$ cat config.mk
export PLATFORM = sky130hd
export DESIGN_NAME = psic_top
export DESIGN_NICKNAME = d
export VERILOG_FILES = /design/src/psic_top.v
export VERILOG_INCLUDE_DIRS = /design/src
export SDC_FILE = /design/constraint.sdc
export NUM_CORES = 1
export LEC_CHECK = 0
export BUFFER_PORTS_ARGS = -buffer_cell sky130_fd_sc_hd__buf_2
export CORE_MARGIN = 1.5
export CORE_UTILIZATION = 40
export DETAILED_ROUTE_END_ITERATION = 6
export PLACE_DENSITY_LB_ADDON = 0.25
export SLEW_MARGIN = 0
export SYNTH_ARGS = -nofsm -noshare
export SYNTH_HDL_FRONTEND = slang
export SYNTH_SLANG_ARGS = --single-unit
$ cat constraint.sdc
create_clock -name mclk -period 1.79 [get_ports mclk]
set_clock_uncertainty 0.1 [all_clocks]
set_input_delay 0.4475 -clock mclk [delete_from_list [all_inputs] [get_ports mclk]]
set_output_delay 0.4475 -clock mclk [all_outputs]
set_load 0.01 [all_outputs]
$ cat src/psic_map.vh
// Purpose: constants for the pipelined sram input control block
// Assumes: included by psic_top.v only
// Notes: burst order codes follow the burst-order strap level
//
// Summary of operation
// RULE_01: all synchronous inputs taken on rising clock
// RULE_02: address registered on strobe with chip selected
// RULE_03: low two address bits load burst counter
// RULE_04: burst counter advances when step sampled low
// RULE_05: byte lane writes need qualifier low
// RULE_06: qualifier high blocks byte-selective writes
// RULE_07: global write writes every lane
// RULE_08: primary select active low, combined with others
// RULE_09: processor strobe ignored when primary select high
// RULE_10: depth select hi is active high select
// RULE_11: selects sampled only on address load cycles
// RULE_12: both strobes low, processor strobe wins
// RULE_13: depth select lo is active low select
// RULE_14: strap low linear, high interleaved burst
// RULE_15: selected only when all three selects active
`ifndef PSIC_MAP_VH
`define PSIC_MAP_VH
`define PSIC_ADDR_W 19
`define PSIC_LANES 4
`define PSIC_BURST_W 2
`define PSIC_ORDER_LINEAR 1'b0
`define PSIC_ORDER_INTERLEAVED 1'b1
`define PSIC_SRC_NONE 2'h0
`define PSIC_SRC_PROC 2'h1
`define PSIC_SRC_CTRL 2'h2
`define PSIC_SRC_ADV 2'h3
`endif

$ cat src/psic_top.v
// Purpose: input capture, chip select, burst counter and write decode of a pipelined sram
// Assumes: inputs arrive from a synchronous bus master on mclk, so no synchroniser
// Notes: burst order strap is captured after reset release, then held static
`timescale 1ns/1ps
`include "psic_map.vh"
module psic_top #(
   parameter ADDR_W = `PSIC_ADDR_W,
   parameter LANES = `PSIC_LANES
) (
   input wire mclk,
   input wire arst_n,
   input wire [ADDR_W-1:0] addr_in,
   input wire primary_select_n,
   input wire depth_select_hi,
   input wire depth_select_lo_n,
   input wire processor_addr_strobe_n,
   input wire controller_addr_strobe_n,
   input wire burst_step_n,
   input wire [LANES-1:0] byte_lane_write_select,
   input wire byte_write_qualifier_n,
   input wire all_bytes_write_n,
   input wire burst_order_strap,
   output reg [ADDR_W-1:0] mem_addr,
   output reg [1:0] burst_count,
   output reg selected,
   output reg [LANES-1:0] lane_write_en,
   output reg write_cycle,
   output reg [1:0] access_src,
   output reg burst_order
);

// ==========================================
// select and strobe decode
reg [1:0] burst_base;
reg strap_taken;
wire all_selected;
wire proc_load;
wire ctrl_load;
wire addr_load;
wire good_load;
wire step;
wire lane_phase;
wire [1:0] next_count;
wire [1:0] burst_index;
wire [1:0] next_offset;
wire [LANES-1:0] next_lanes;

// RULE_08 RULE_10 RULE_13 RULE_15: three-way select
assign all_selected = ~primary_select_n & depth_select_hi & ~depth_select_lo_n;
// RULE_09 RULE_12: processor strobe precedence
assign proc_load = ~processor_addr_strobe_n & ~primary_select_n;
// RULE_02: controller strobe load
assign ctrl_load = ~proc_load & ~controller_addr_strobe_n;
assign addr_load = proc_load | ctrl_load;
assign good_load = addr_load & all_selected;
// processor strobe cycles are always reads; writes come a cycle later
assign lane_phase = (good_load & ~proc_load) | (~addr_load & selected);
// RULE_04: advance only within a burst
assign step = ~addr_load & ~burst_step_n & selected;
assign next_count = burst_count + 2'h1;
// RULE_14: linear adds, interleaved xors
// interleaved walks base xor index, index counted from the load
assign burst_index = next_count - burst_base;
assign next_offset = (burst_order == `PSIC_ORDER_LINEAR) ? next_count : (burst_base ^ burst_index);

// ==========================================
// write decode
genvar lane;
generate
   for (lane = 0; lane < LANES; lane = lane + 1) begin : g_lane
      // RULE_05 RULE_06 RULE_07: global, byte, none
      assign next_lanes[lane] = ~all_bytes_write_n |
         (~byte_write_qualifier_n & ~byte_lane_write_select[lane]);
   end
endgenerate

// ==========================================
// capture registers
// RULE_01: all synchronous inputs on rising mclk
// strap caught once after release; it must stay static
always @(posedge mclk or negedge arst_n) begin
   if (!arst_n) begin
      burst_order <= `PSIC_ORDER_INTERLEAVED;
      strap_taken <= 1'b0;
   end else if (!strap_taken) begin
      strap_taken <= 1'b1;
      burst_order <= burst_order_strap;
   end
end

// RULE_11: selects only sampled on loads
always @(posedge mclk or negedge arst_n) begin
   if (!arst_n) begin
      selected <= 1'b0;
   end else if (addr_load) begin
      selected <= all_selected;
   end
end

// ==========================================
// address and burst counter
// RULE_02: address register
always @(posedge mclk or negedge arst_n) begin
   if (!arst_n) begin
      mem_addr <= {ADDR_W{1'b0}};
   end else if (good_load) begin
      mem_addr <= addr_in;
   end else if (step) begin
      mem_addr <= {mem_addr[ADDR_W-1:2], next_offset};
   end
end

// RULE_03 RULE_04: counter load and advance
always @(posedge mclk or negedge arst_n) begin
   if (!arst_n) begin
      burst_count <= 2'h0;
      burst_base <= 2'h0;
   end else if (good_load) begin
      burst_count <= addr_in[1:0];
      burst_base <= addr_in[1:0];
   end else if (step) begin
      burst_count <= next_count;
   end
end

// access source report
always @(posedge mclk or negedge arst_n) begin
   if (!arst_n) begin
      access_src <= `PSIC_SRC_NONE;
   end else if (good_load) begin
      access_src <= proc_load ? `PSIC_SRC_PROC : `PSIC_SRC_CTRL;
   end else if (addr_load) begin
      access_src <= `PSIC_SRC_NONE;
   end else if (step) begin
      access_src <= `PSIC_SRC_ADV;
   end
end

// ==========================================
// write lane register
// RULE_05 RULE_07: lanes stand one cycle
always @(posedge mclk or negedge arst_n) begin
   if (!arst_n) begin
      lane_write_en <= {LANES{1'b0}};
      write_cycle <= 1'b0;
   end else if (lane_phase) begin
      lane_write_en <= next_lanes;
      write_cycle <= |next_lanes;
   end else begin
      lane_write_en <= {LANES{1'b0}};
      write_cycle <= 1'b0;
   end
end

endmodule // psic_top

; Yosys cells after proc, flatten, opt, wreduce, memory -nomap -nowiden
; Cells that the tools add are included.
[word_totals]
regBits = 33
word_cells = 59
[op_classes]
n_addsub = 2
mux = 11
bitwise_logic = 33
n_reduce_logical = 3
[op_table]
columns = cell, n
row1 = 19-bit two-way mux, 1
row2 = 2-bit two-way mux, 8
row3 = 1-bit bitwise AND, 13
row4 = 1-bit inverter, 13
row5 = 1-bit bitwise OR, 6
row6 = 4-bit two-way mux, 1
row7 = 4-bit OR reduction, 1
row8 = 3-bit nonzero test, 1
row9 = 2-bit by 1-bit adder with 2-bit output (second input constant), 1
row10 = 2-bit nonzero test, 1
row11 = 2-bit subtractor, 1
row12 = 2-bit XOR, 1
row13 = 1-bit two-way mux, 1

; Longest topological paths before layout
; Gate-level depths: netlist (run 1).
[logic_depth]
depth_word = 11
depth_mapped = 5
depth_no_buf = 4

; Least setup slack after synthesis (run 1)
; No wires, ideal clock.
[synth_timing]
kind = input to register
from = input port depth_select_lo_n
to = register lane_write_en[0]
setup_ns = 0.066
t_arrival_ns = 1.301
required_ns = 1.624
setup_slack_ns = 0.324
path_stages = 4
n_path_buf = 0
path_cell_list = nand2b_4 -> or4b_4 -> nand2_1 -> and2_1
[synth_via]
elab_chain_len = 6
[synth_lines]
columns = element, line_no
row1 = from (decl), psic_top.v:15  ; input wire depth_select_lo_n,
row2 = 1-bit inverter, psic_top.v:49  ; assign all_selected = ~primary_select_n & depth_select_hi & ~depth_select_lo_n;
row3 = 1-bit bitwise AND, psic_top.v:49
row4 = 1-bit bitwise AND, psic_top.v:55  ; assign good_load = addr_load & all_selected;
row5 = 1-bit bitwise AND, psic_top.v:57  ; assign lane_phase = (good_load & ~proc_load) | (~addr_load & selected);
row6 = 1-bit bitwise OR, psic_top.v:57
row7 = 4-bit two-way mux, psic_top.v:146  ; end else if (lane_phase) begin
row8 = to (signal assigned), psic_top.v:144  ; lane_write_en <= {LANES{1'b0}};
row9 = to (signal assigned), psic_top.v:147  ; lane_write_en <= next_lanes;
row10 = to (signal assigned), psic_top.v:150  ; lane_write_en <= {LANES{1'b0}};
row11 = to (decl), psic_top.v:26  ; output reg [LANES-1:0] lane_write_en,
; No other way between the ends.
; A chain may end at the register's enable or synchronous reset.

; Worst setup path in the final report (run 1)
[layout_timing]
from = register burst_order
to = output port burst_order
[layout_lines]
columns = element, line_no
row1 = from (decl), psic_top.v:29  ; output reg burst_order
row2 = from (signal assigned), psic_top.v:83  ; burst_order <= `PSIC_ORDER_INTERLEAVED;
row3 = from (signal assigned), psic_top.v:87  ; burst_order <= burst_order_strap;
; No word-level cell between the ends.

==> results of run 1 <==
## layout by cell type (no fill, tap or decap), drive strengths merged, types with 2 or more instances in the layout
master / instances
and2: 4
o21ai: 6
buf: 67
dfrtp: 31
o211ai: 3
clkbuf: 8
nand2: 59
a31oi: 2
## layer usage
metal  track usage [%]  part of all wire [%]  vias to the layer above
met3              7.14                   6.0                        6
li1                  -                     -                      560
met5                 0                     0                        -
met2              29.7                    52                       37
met4              9.52                   1.7                        0
met1              21.9                    41                      547
## power breakdown
group	internal, mW	switching [mW]	leakage [nW]
logic	0.169	0.203	0.556
clock network	0.194	0.226	0.0326
registers	0.834	0.0627	0.404
## sequential cells by signal (all words and copies together), names as in the netlist
signal         cells
write_cycle        1
burst_base         1
mem_addr          19
strap_taken        1
access_src         2
selected           1
burst_order        1
lane_write_en      4
burst_count        2
## final cells by class
class                           count  area share (%)
Tap cell                           44            3.16
Sequential cell                    32            46.0
Clock buffer                        8            3.37
Timing Repair Buffer               67            20.5
Multi-Input combinational cell     92            27.0
## worst reg2reg max path, stage by stage (launching register included)
cell,delay (ns)
sky130_fd_sc_hd__dfrtp_1,0.38
sky130_fd_sc_hd__o211ai_2,0.13
sky130_fd_sc_hd__buf_4,0.16
sky130_fd_sc_hd__or3_1,0.33
sky130_fd_sc_hd__a31oi_1,0.19
## logic make-up after synthesis
family / after synthesis / share of synthesized area, %
AOI/OAI and AO/OA: 17 / 9.28
xor gates and xnor gates: 2 / 1.35
buffers and inverters: 5 / 2.03
DFF: 32 / 62.0
muxes: 2 / 1.64
other: 1 / 0.290
and+or+nand+nor: 70 / 23.4
## final timing paths
kind,startpoint,endpoint,cells after the start
min in group mclk,addr_in[15],mem_addr[15]$_DFFE_PN0N_,3
setup reg to reg,selected$_DFFE_PN0P_,mem_addr[0]$_DFFE_PN0P_,4
hold / removal,arst_n,lane_write_en[1]$_DFF_PN0_,1
hold reg to reg,mem_addr[7]$_DFFE_PN0N_,mem_addr[7]$_DFFE_PN0N_,2
setup / recovery,burst_order$_DFFE_PN1N_,burst_order,1
max in group asynchronous,arst_n,mem_addr[7]$_DFFE_PN0N_,1
## per-stage QoR
step / worst slack (ns) / util [%] / instance area (um^2)
2_1_floorplan: 0.324 / - / 1290
3_5_place_dp: 0.146 / 55.2 / 1690
5_1_grt: 0.185 / 57.1 / 1740
4_1_cts: 0.216 / 57.1 / 1740
6_report: 0.236 / 57.1 / 1740
3_3_place_gp: 0.183 / 55.2 / 1690
==> reports/qor.tcl, run 1 <==
set qor(fill_cells) 310
set qor(placeableCoreArea_um2) 3050
set qor(synth_area_per_cell_um2) 10.0
set qor(worst_path_dominant_cell_family) {flip-flops}
set qor(layout-area-overhead-vs-synth_pct) 34.8
set qor(crit_path_end_kind) {output pin}
set qor(critical_path.n_buffers_inverters) 1
set qor(cell_accounting_for_the_most_synthesized_area) {sky130_fd_sc_hd__dfrtp_1}
set qor(sequential_cell_area_um2) 802
set qor(syn_nets) 163
set qor(setup-violations-final) 0
set qor(irDropWorstVdd_mv) 0.512
set qor(final_layout_size_suffix_gt1_share_pct) 39.7
set qor(final.period_utilization_pct) 86.8
set qor(number_of_placed_instances_taps_included) 235
set qor(worstSkewPairLatency_ns) 0.33
set qor(worstMarginPinSlew_ns) 0.683
set qor(power_leakage_nw) 0.993
set qor(ys_top_cells_by_count) {sky130_fd_sc_hd__nand2_1, sky130_fd_sc_hd__dfrtp_1, sky130_fd_sc_hd__and2_1, sky130_fd_sc_hd__o21ai_0, sky130_fd_sc_hd__buf_2}
set qor(placer_s_final_routability_congestion_estimate) 0.748
set qor(report.power.total_mw) 1.69
set qor(netlist_instances) 129
set qor(avgRoutedWirePerCell_um) 12.1
set qor(relSlewSlack_pct) 54.4
set qor(place.port_buffers) 63
set qor(die-width_um) 59.9
set qor(final_net_count) 232
set qor(result_of_the_run) {completed}
set qor(detail_route.drc_violations) 0
set qor(synth_edf_count) 0
set qor(overall_routing_resource_usage_pct) 18.7
set qor(final_hold_fails) 0
set qor(min_path_type) {in2async}
set qor(multi_input_area_um2) 470
set qor(classification_of_the_worst_setup_path) {reg2out}
set qor(synthTopCellsByArea) {sky130_fd_sc_hd__dfrtp_1, sky130_fd_sc_hd__nand2_1, sky130_fd_sc_hd__dfstp_2, sky130_fd_sc_hd__and2_1, sky130_fd_sc_hd__o21ai_0}
set qor(tritoncts.num_buffers) 5
set qor(cts_max_path_buffers) 2
set qor(clk_transition_reported_paths_ns) 0.09
set qor(synthesis.area_um2) 1290
set qor(ctsHoldBuffers) 0
set qor(tritoncts_num_sinks) 32
set qor(synth-seq-area-share_pct) 62.0
set qor(grt_max_degree) 33
set qor(yosysWarnings) 0
set qor(clock_tree.root_cell) {sky130_fd_sc_hd__clkbuf_4}
set qor(distinct_cell_type_count_after_synthesis) 30
set qor(rrSetupSlack_ns) 0.42
set qor(layoutNonFillerInstCount) 243
set qor(pwr_density_cell_nw_per_um2) 968
set qor(yosys.area.top_type_share_pct) 60.0
set qor(wirelength_um) 2930
set qor(clock.fmax_mhz) 643
set qor(grt_first_pass_wirelength_um) 4760
set qor(req_time_crit_path_ns) 1.24
set qor(grt_pass1_vias) 1103
set qor(antenna_cells) 0
set qor(critPathSlowestCell) {sky130_fd_sc_hd__dfstp_2}
set qor(setup_tns_ns) 0
set qor(initial_utilization_pct) 42.4
set qor(synth_ff_type) {sky130_fd_sc_hd__dfrtp_1}
set qor(grt_antenna_before_repair) 0
set qor(io-pin-count) 64
set qor(grt_setup_unrepaired) {no}
set qor(cpPeakStageDelay_ns) 0.56
set qor(htree_levels) 2
set qor(via_per_inst) 4.73
set qor(timing.final.max_slew_violations) 0
set qor(ctsResizeCount) 0
set qor(synth.most_common_cell) {sky130_fd_sc_hd__nand2_1}
set qor(crit_path_start_kind) {flop}
set qor(synth.ff_latch_count) 32
set qor(post-cts-setup-buffer-count) 0
set qor(global_route.overflow_total) 0
set qor(design.die.area_um2) 3580
set qor(route.vias.total) 1150
set qor(post-route-min-period_ns) 1.55
set qor(detailedRoute.firstIterationViolations) 45
set qor(hold_ws_ns) 0.0502
set qor(timing.max_cap.violations) 0
set qor(antenna_violating_nets_post_route) 0
set qor(critical_path_peak_fanout) 3
set qor(floorplan.rows) 20
set qor(post-dp-hpwl_um) 2180
set qor(cts_tree) {yes}
set qor(die-height_um) 59.9
set qor(worst_path_arrival_ns) 1.01
set qor(synth-async-reset-ratio_pct) 100
set qor(cells_along_the_critical_path) {buf_2}
set qor(drt_pass1_iterations) 4
(Power assumes the default switching activity.)
==> inputs of run 2 (changes only) <==
--- a/config.mk
+++ b/config.mk
@@ -7,6 +7,7 @@
 export NUM_CORES = 1
 export LEC_CHECK = 0
 export BUFFER_PORTS_ARGS = -buffer_cell sky130_fd_sc_hd__buf_2
+export CORE_ASPECT_RATIO = 1.1
 export CORE_MARGIN = 1.5
 export CORE_UTILIZATION = 40
 export DETAILED_ROUTE_END_ITERATION = 6
==> reports/qor.tcl, run 2 (same netlist as run 1, synthesis figures left out) <==
set qor(layout_commonest_cell) {sky130_fd_sc_hd__buf_2}
set qor(wirelength_um) 2740
set qor(power.switching_uw) 502
set qor(design.die.area_um2) 3580
set qor(tritoncts_num_sinks) 32
set qor(grt_first_pass_wirelength_um) 4780
set qor(reg_top3) {mem_addr x19, lane_write_en x4}
set qor(relSlewSlack_pct) 54.5
set qor(critical_path.n_buffers_inverters) 1
set qor(detailedRoute.firstIterationViolations) 48
set qor(worst_path_arrival_ns) 1.00
set qor(floorplan.rows) 21
set qor(switching_share_of_power_pct) 29.7
set qor(result_of_the_run) {completed}
set qor(detail_route.drc_violations) 0
set qor(top_reg_by_flops) {mem_addr}
set qor(critical_path_peak_fanout) 3
set qor(ctsResizeCount) 0
set qor(cpPeakStageDelay_ns) 0.55
set qor(worstMarginPinSlew_ns) 0.682
set qor(fill_cells) 280
set qor(ctsHoldBuffers) 0
set qor(critPathSlowestCell) {sky130_fd_sc_hd__dfstp_2}
set qor(drt_pass1_iterations) 4
set qor(die-width_um) 57.2
set qor(placement.setup.worst_slack_ns) 0.145
set qor(io-pin-count) 64
set qor(timing.max_cap.violations) 0
set qor(post-cts-setup-buffer-count) 0
set qor(req_time_crit_path_ns) 1.24
set qor(post-dp-hpwl_um) 2100
set qor(avgRoutedWirePerCell_um) 11.8
set qor(setup-violations-final) 0
set qor(worstSkewPairLatency_ns) 0.33
set qor(final_cell_mix) {sky130_fd_sc_hd__buf_2, sky130_fd_sc_hd__nand2_1, sky130_fd_sc_hd__dfrtp_1, sky130_fd_sc_hd__clkbuf_4}
set qor(timing.final.max_slew_violations) 0
set qor(fin_util_pct) 56.0
set qor(crit_path_end_kind) {output pin}
set qor(grt_antenna_before_repair) 0
set qor(place.port_buffers) 63
set qor(crit_path_start_kind) {flop}
set qor(htree_levels) 2
set qor(clock_tree.root_cell) {sky130_fd_sc_hd__clkbuf_4}
set qor(via_per_inst) 4.97
set qor(power.combinational.fraction_pct) 21.4
set qor(antenna_violating_nets_post_route) 0
set qor(classification_of_the_worst_setup_path) {reg2out}
set qor(antenna_cells) 0
set qor(post-route-min-period_ns) 1.55
set qor(worst_path_dominant_cell_family) {flip-flops}
set qor(setup_tns_ns) 0
set qor(cells_along_the_critical_path) {buf_2}
set qor(layout-area-overhead-vs-synth_pct) 33.1
set qor(final_net_count) 232
set qor(internal-power_mw) 1.19
set qor(largest_reg_flops) 19
set qor(crit_path_setup_slack_layout_ns) 0.240
set qor(die-height_um) 62.6
set qor(launching_element_of_the_worst_setup_path) {burst_order$_DFFE_PN1N_}
set qor(placeableCoreArea_um2) 3070
set qor(cts_tree) {yes}
set qor(global_route.overflow_total) 0
set qor(irDropWorstVdd_mv) 0.600
set qor(clock_power_share_pct) 25.3
set qor(power_leakage_nw) 0.995
set qor(cts_max_path_buffers) 2
set qor(overall_routing_resource_usage_pct) 17.6
set qor(grt_max_degree) 33
set qor(tritoncts.num_buffers) 5
set qor(final_hold_fails) 0
set qor(clk_transition_reported_paths_ns) 0.09
set qor(route.vias.total) 1157
set qor(pwr_density_cell_nw_per_um2) 981
set qor(clock.fmax_mhz) 645
set qor(min_path_type) {in2async}
set qor(reg2reg_from) {selected$_DFFE_PN0P_}
set qor(initial_utilization_pct) 42.1
set qor(grt_setup_unrepaired) {no}
set qor(grt_pass1_vias) 1083
set qor(report.power.total_mw) 1.69
set qor(placer_s_final_routability_congestion_estimate) 0.795
set qor(seqPwrFrac_pct) 53.3
set qor(final.period_utilization_pct) 86.6
set qor(final_layout_size_suffix_gt1_share_pct) 40.7
run 2: changes by cell type in the layout (fill, tap and decap cells not counted), sizes merged:
cell	delta
clkbuf	-2
clkinv	+2
run 2: power by group through the flow:
| stage | Combinational, mW | Clock (mW) | Sequential (mW) |
|---|---|---|---|
| after floorplan | 0.124 | 0 | 0.959 |
| after global placement | 0.358 | 0 | 0.908 |
| after detailed placement | 0.370 | 0 | 0.913 |
| after CTS | 0.370 | 0.445 | 0.901 |
| after global routing | 0.407 | 0.479 | 0.916 |
| final | 0.362 | 0.427 | 0.900 |
run 2: stage by stage:
step | hold WS (ns) | cell area (um^2) | std cells
3_3_place_gp | 0.354 | 1660 | 225
2_1_floorplan | 0.0519 | 1290 | 129
5_1_grt | 0.0793 | 1720 | 233
3_5_place_dp | 0.362 | 1660 | 225
4_1_cts | 0.0587 | 1720 | 233
6_report | 0.0473 | 1720 | 233
run 2: metal layers:
metal  GRT usage (%)  wire, um  vias up
met1            20.9      1130      538
met2            27.9      1320       52
met4            8.72        67        0
met5               0         0        -
li1                -         -      559
met3            6.21       217        8
run 2: final cells by class:
type / instances / area (um^2) / area share, %
clock buffer: 6 / 51.3 / 2.98
multi-input combinational: 92 / 470 / 27.3
timing repair buffer: 67 / 345 / 20.1
sequential: 32 / 802 / 46.6
clock inverter: 2 / 10.0 / 0.581
tap: 34 / 42.5 / 2.47
run 2: final timing paths:
kind | slack, ns | depth (start not counted) | to
worst max register to register | 0.46 | 4 | mem_addr[0]$_DFFE_PN0P_
worst min-delay path | 0.05 | 1 | lane_write_en[0]$_DFF_PN0_
min in group mclk | 0.20 | 3 | mem_addr[11]$_DFFE_PN0N_
worst min register to register | 0.38 | 2 | mem_addr[11]$_DFFE_PN0N_
worst max-delay path | 0.24 | 1 | burst_order
max in group asynchronous | 1.11 | 1 | mem_addr[0]$_DFFE_PN0P_
==> inputs of run 3 (changes only) <==
--- a/config.mk
+++ b/config.mk
@@ -11,6 +11,7 @@
 export CORE_MARGIN = 1.5
 export CORE_UTILIZATION = 40
 export DETAILED_ROUTE_END_ITERATION = 6
+export HOLD_SLACK_MARGIN = 0.06
 export PLACE_DENSITY_LB_ADDON = 0.25
 export SLEW_MARGIN = 0
 export SYNTH_ARGS = -nofsm -noshare
==> constraint.sdc (replaced) <==
create_clock -name mclk -period 1.79 [get_ports mclk]
set_clock_uncertainty 0.1 [all_clocks]
set_input_delay 0.358 -clock mclk [delete_from_list [all_inputs] [get_ports mclk]]
set_output_delay 0.358 -clock mclk [all_outputs]
set_load 0.01 [all_outputs]
==> reports/qor.tcl, run 3 (same netlist as run 1, synthesis figures left out) <==
set qor(ctsResizeCount) 0
set qor(critical_path.reg2reg.endpoint) {mem_addr[1]$_DFFE_PN0P_}
set qor(layout-area-overhead-vs-synth_pct) 33.1
set qor(detailedRoute.firstIterationViolations) 40
set qor(irDropWorstVdd_mv) 0.751
set qor(die-height_um) 62.6
set qor(crit_path_end_kind) {output pin}
set qor(relSlewSlack_pct) 54.5
set qor(rr_worst_depth) 4
set qor(largest_reg_flops) 19
set qor(tritoncts_num_sinks) 32
set qor(grt_setup_unrepaired) {no}
set qor(post-dp-hpwl_um) 2030
set qor(top_reg_by_flops) {mem_addr}
set qor(clock_tree.root_cell) {sky130_fd_sc_hd__clkbuf_4}
set qor(cts_max_path_buffers) 2
set qor(tritoncts.num_buffers) 5
set qor(final_hold_fails) 0
set qor(req_time_crit_path_ns) 1.33
set qor(initial_utilization_pct) 42.1
set qor(hold_path_depth) 3
set qor(placeableCoreArea_um2) 3070
set qor(antenna_violating_nets_post_route) 0
set qor(layer_with_the_highest_usage) {met2}
set qor(drt_pass1_iterations) 5
set qor(rrSetupSlack_ns) 0.42
set qor(cts_tree) {yes}
set qor(worstSkewPairLatency_ns) 0.33
set qor(reg_top3) {mem_addr x19, lane_write_en x4}
set qor(finalInstanceArea_um2) 1720
set qor(cpPeakStageDelay_ns) 0.55
set qor(critical_path.n_buffers_inverters) 1
set qor(globalRouteMet3Util_pct) 7.04
set qor(fin_util_pct) 56.0
set qor(worstHoldEndpoint) {mem_addr[11]$_DFFE_PN0N_}
set qor(setup-violations-final) 0
set qor(timing.final.max_slew_violations) 0
set qor(reg2reg_from) {selected$_DFFE_PN0P_}
set qor(wirelength_um) 2740
set qor(place.port_buffers) 63
set qor(final_cell_mix) {sky130_fd_sc_hd__buf_2, sky130_fd_sc_hd__nand2_1, sky130_fd_sc_hd__dfrtp_1, sky130_fd_sc_hd__clkbuf_4}
set qor(setup_tns_ns) 0
set qor(grt_max_degree) 33
set qor(floorplan.rows) 21
set qor(detail_route.drc_violations) 0
set qor(classification_of_the_worst_setup_path) {reg2out}
set qor(worst_path_dominant_cell_family) {flip-flops}
set qor(clock.fmax_mhz) 684
set qor(antenna_cells) 0
set qor(layout_commonest_cell) {sky130_fd_sc_hd__buf_2}
set qor(power_leakage_nw) 0.989
set qor(crit_path_start_kind) {flop}
set qor(min_path_type) {in2reg}
set qor(final.period_utilization_pct) 81.7
set qor(route.vias.total) 1157
set qor(final_layout_size_suffix_gt1_share_pct) 39.2
set qor(grt_pass1_vias) 1071
set qor(global_route.overflow_total) 0
set qor(worst_path_arrival_ns) 1.00
set qor(cells_along_the_critical_path) {buf_2}
set qor(post-route-min-period_ns) 1.46
set qor(pwr_density_cell_nw_per_um2) 974
set qor(grt_antenna_before_repair) 0
set qor(io-pin-count) 64
set qor(critical_path_peak_fanout) 3
set qor(die-width_um) 57.2
set qor(crit_path_setup_slack_layout_ns) 0.328
set qor(use_met1_pct) 19.8
set qor(place_area_um2) 1650
set qor(overall_routing_resource_usage_pct) 17.4
set qor(result_of_the_run) {completed}
set qor(timing.max_cap.violations) 0
set qor(final_net_count) 232
set qor(placement.setup.worst_slack_ns) 0.178
set qor(clk_transition_reported_paths_ns) 0.09
set qor(worstMarginPinSlew_ns) 0.682
set qor(critPathSlowestCell) {sky130_fd_sc_hd__dfstp_2}
set qor(hp-start) {addr_in[11]}
set qor(design.die.area_um2) 3580
set qor(htree_levels) 2
set qor(via_per_inst) 4.97
set qor(avgRoutedWirePerCell_um) 11.8
set qor(met2_usage_pct) 28.9
set qor(grt_first_pass_wirelength_um) 4730
set qor(placer_s_final_routability_congestion_estimate) 0.843
[run 3: changes by cell type in the layout (fill, tap and decap cells not counted)]
cell | before | now
sky130_fd_sc_hd__clkbuf_1 | 0 | 2
sky130_fd_sc_hd__dlygate4sd3_1 | 0 | 1
sky130_fd_sc_hd__buf_4 | 4 | 3
sky130_fd_sc_hd__clkinv_2 | 2 | 0
[run 3: layout make-up]
| cell class | count | area, um^2 |
|---|---|---|
| Multi-Input combinational cell | 92 | 470 |
| Sequential cell | 32 | 802 |
| Timing Repair Buffer | 67 | 348 |
| Fill cell | 290 | 1350 |
| Clock buffer | 8 | 58.8 |
| Tap cell | 34 | 42.5 |
[run 3: report_power, final]
part           internal, mW  total, mW  leakage (nW)  switching [mW]
registers             0.834      0.899         0.404          0.0651
clock network         0.194      0.416        0.0326           0.223
logic                 0.167      0.362         0.553           0.195
[run 3: through the flow]
step	std cells	power (mW)	hold slack (ns)
2_1_floorplan	129	1.08	-0.0376
3_3_place_gp	224	1.27	0.332
3_5_place_dp	224	1.28	0.340
4_1_cts	233	1.71	0.0959
5_1_grt	233	1.80	0.0929
6_report	233	1.68	0.116
[run 3: tightest hold or removal path, stage by stage]
cell	delay, ns
sky130_fd_sc_hd__buf_2	0.07
sky130_fd_sc_hd__nand2_1	0.04
sky130_fd_sc_hd__nand2_1	0.04
[run 3: what timing repair did]
action | 4_1_cts | 5_1_grt
buffers inserted | 0 | 0
hold endpoints to repair | 31 | 0
hold buffers | 1 | 0
[run 3: how the worst max path moves through the flow]
stage | startpoint | end | slack, ns | cells past startpoint
5_1_grt | burst_order$_DFFE_PN1N_ | burst_order | 0.29 | 1
3_5_place_dp | primary_select_n | mem_addr[1]$_DFFE_PN0P_ | 0.18 | 5
2_1_floorplan | depth_select_lo_n | lane_write_en[0]$_DFF_PN0_ | 0.41 | 4
3_3_place_gp | primary_select_n | mem_addr[1]$_DFFE_PN0P_ | 0.24 | 5
4_1_cts | burst_order$_DFFE_PN1N_ | burst_order | 0.31 | 1
6_report | burst_order$_DFFE_PN1N_ | burst_order | 0.33 | 1
[run 3: per-layer routing]
| metal | share of wire (%) | wire length (um) |
|---|---|---|
| met1 | 40 | 1110 |
| met2 | 49 | 1330 |
| met3 | 9.2 | 252 |
| met4 | 1.9 | 53 |
| met5 | 0 | 0 |
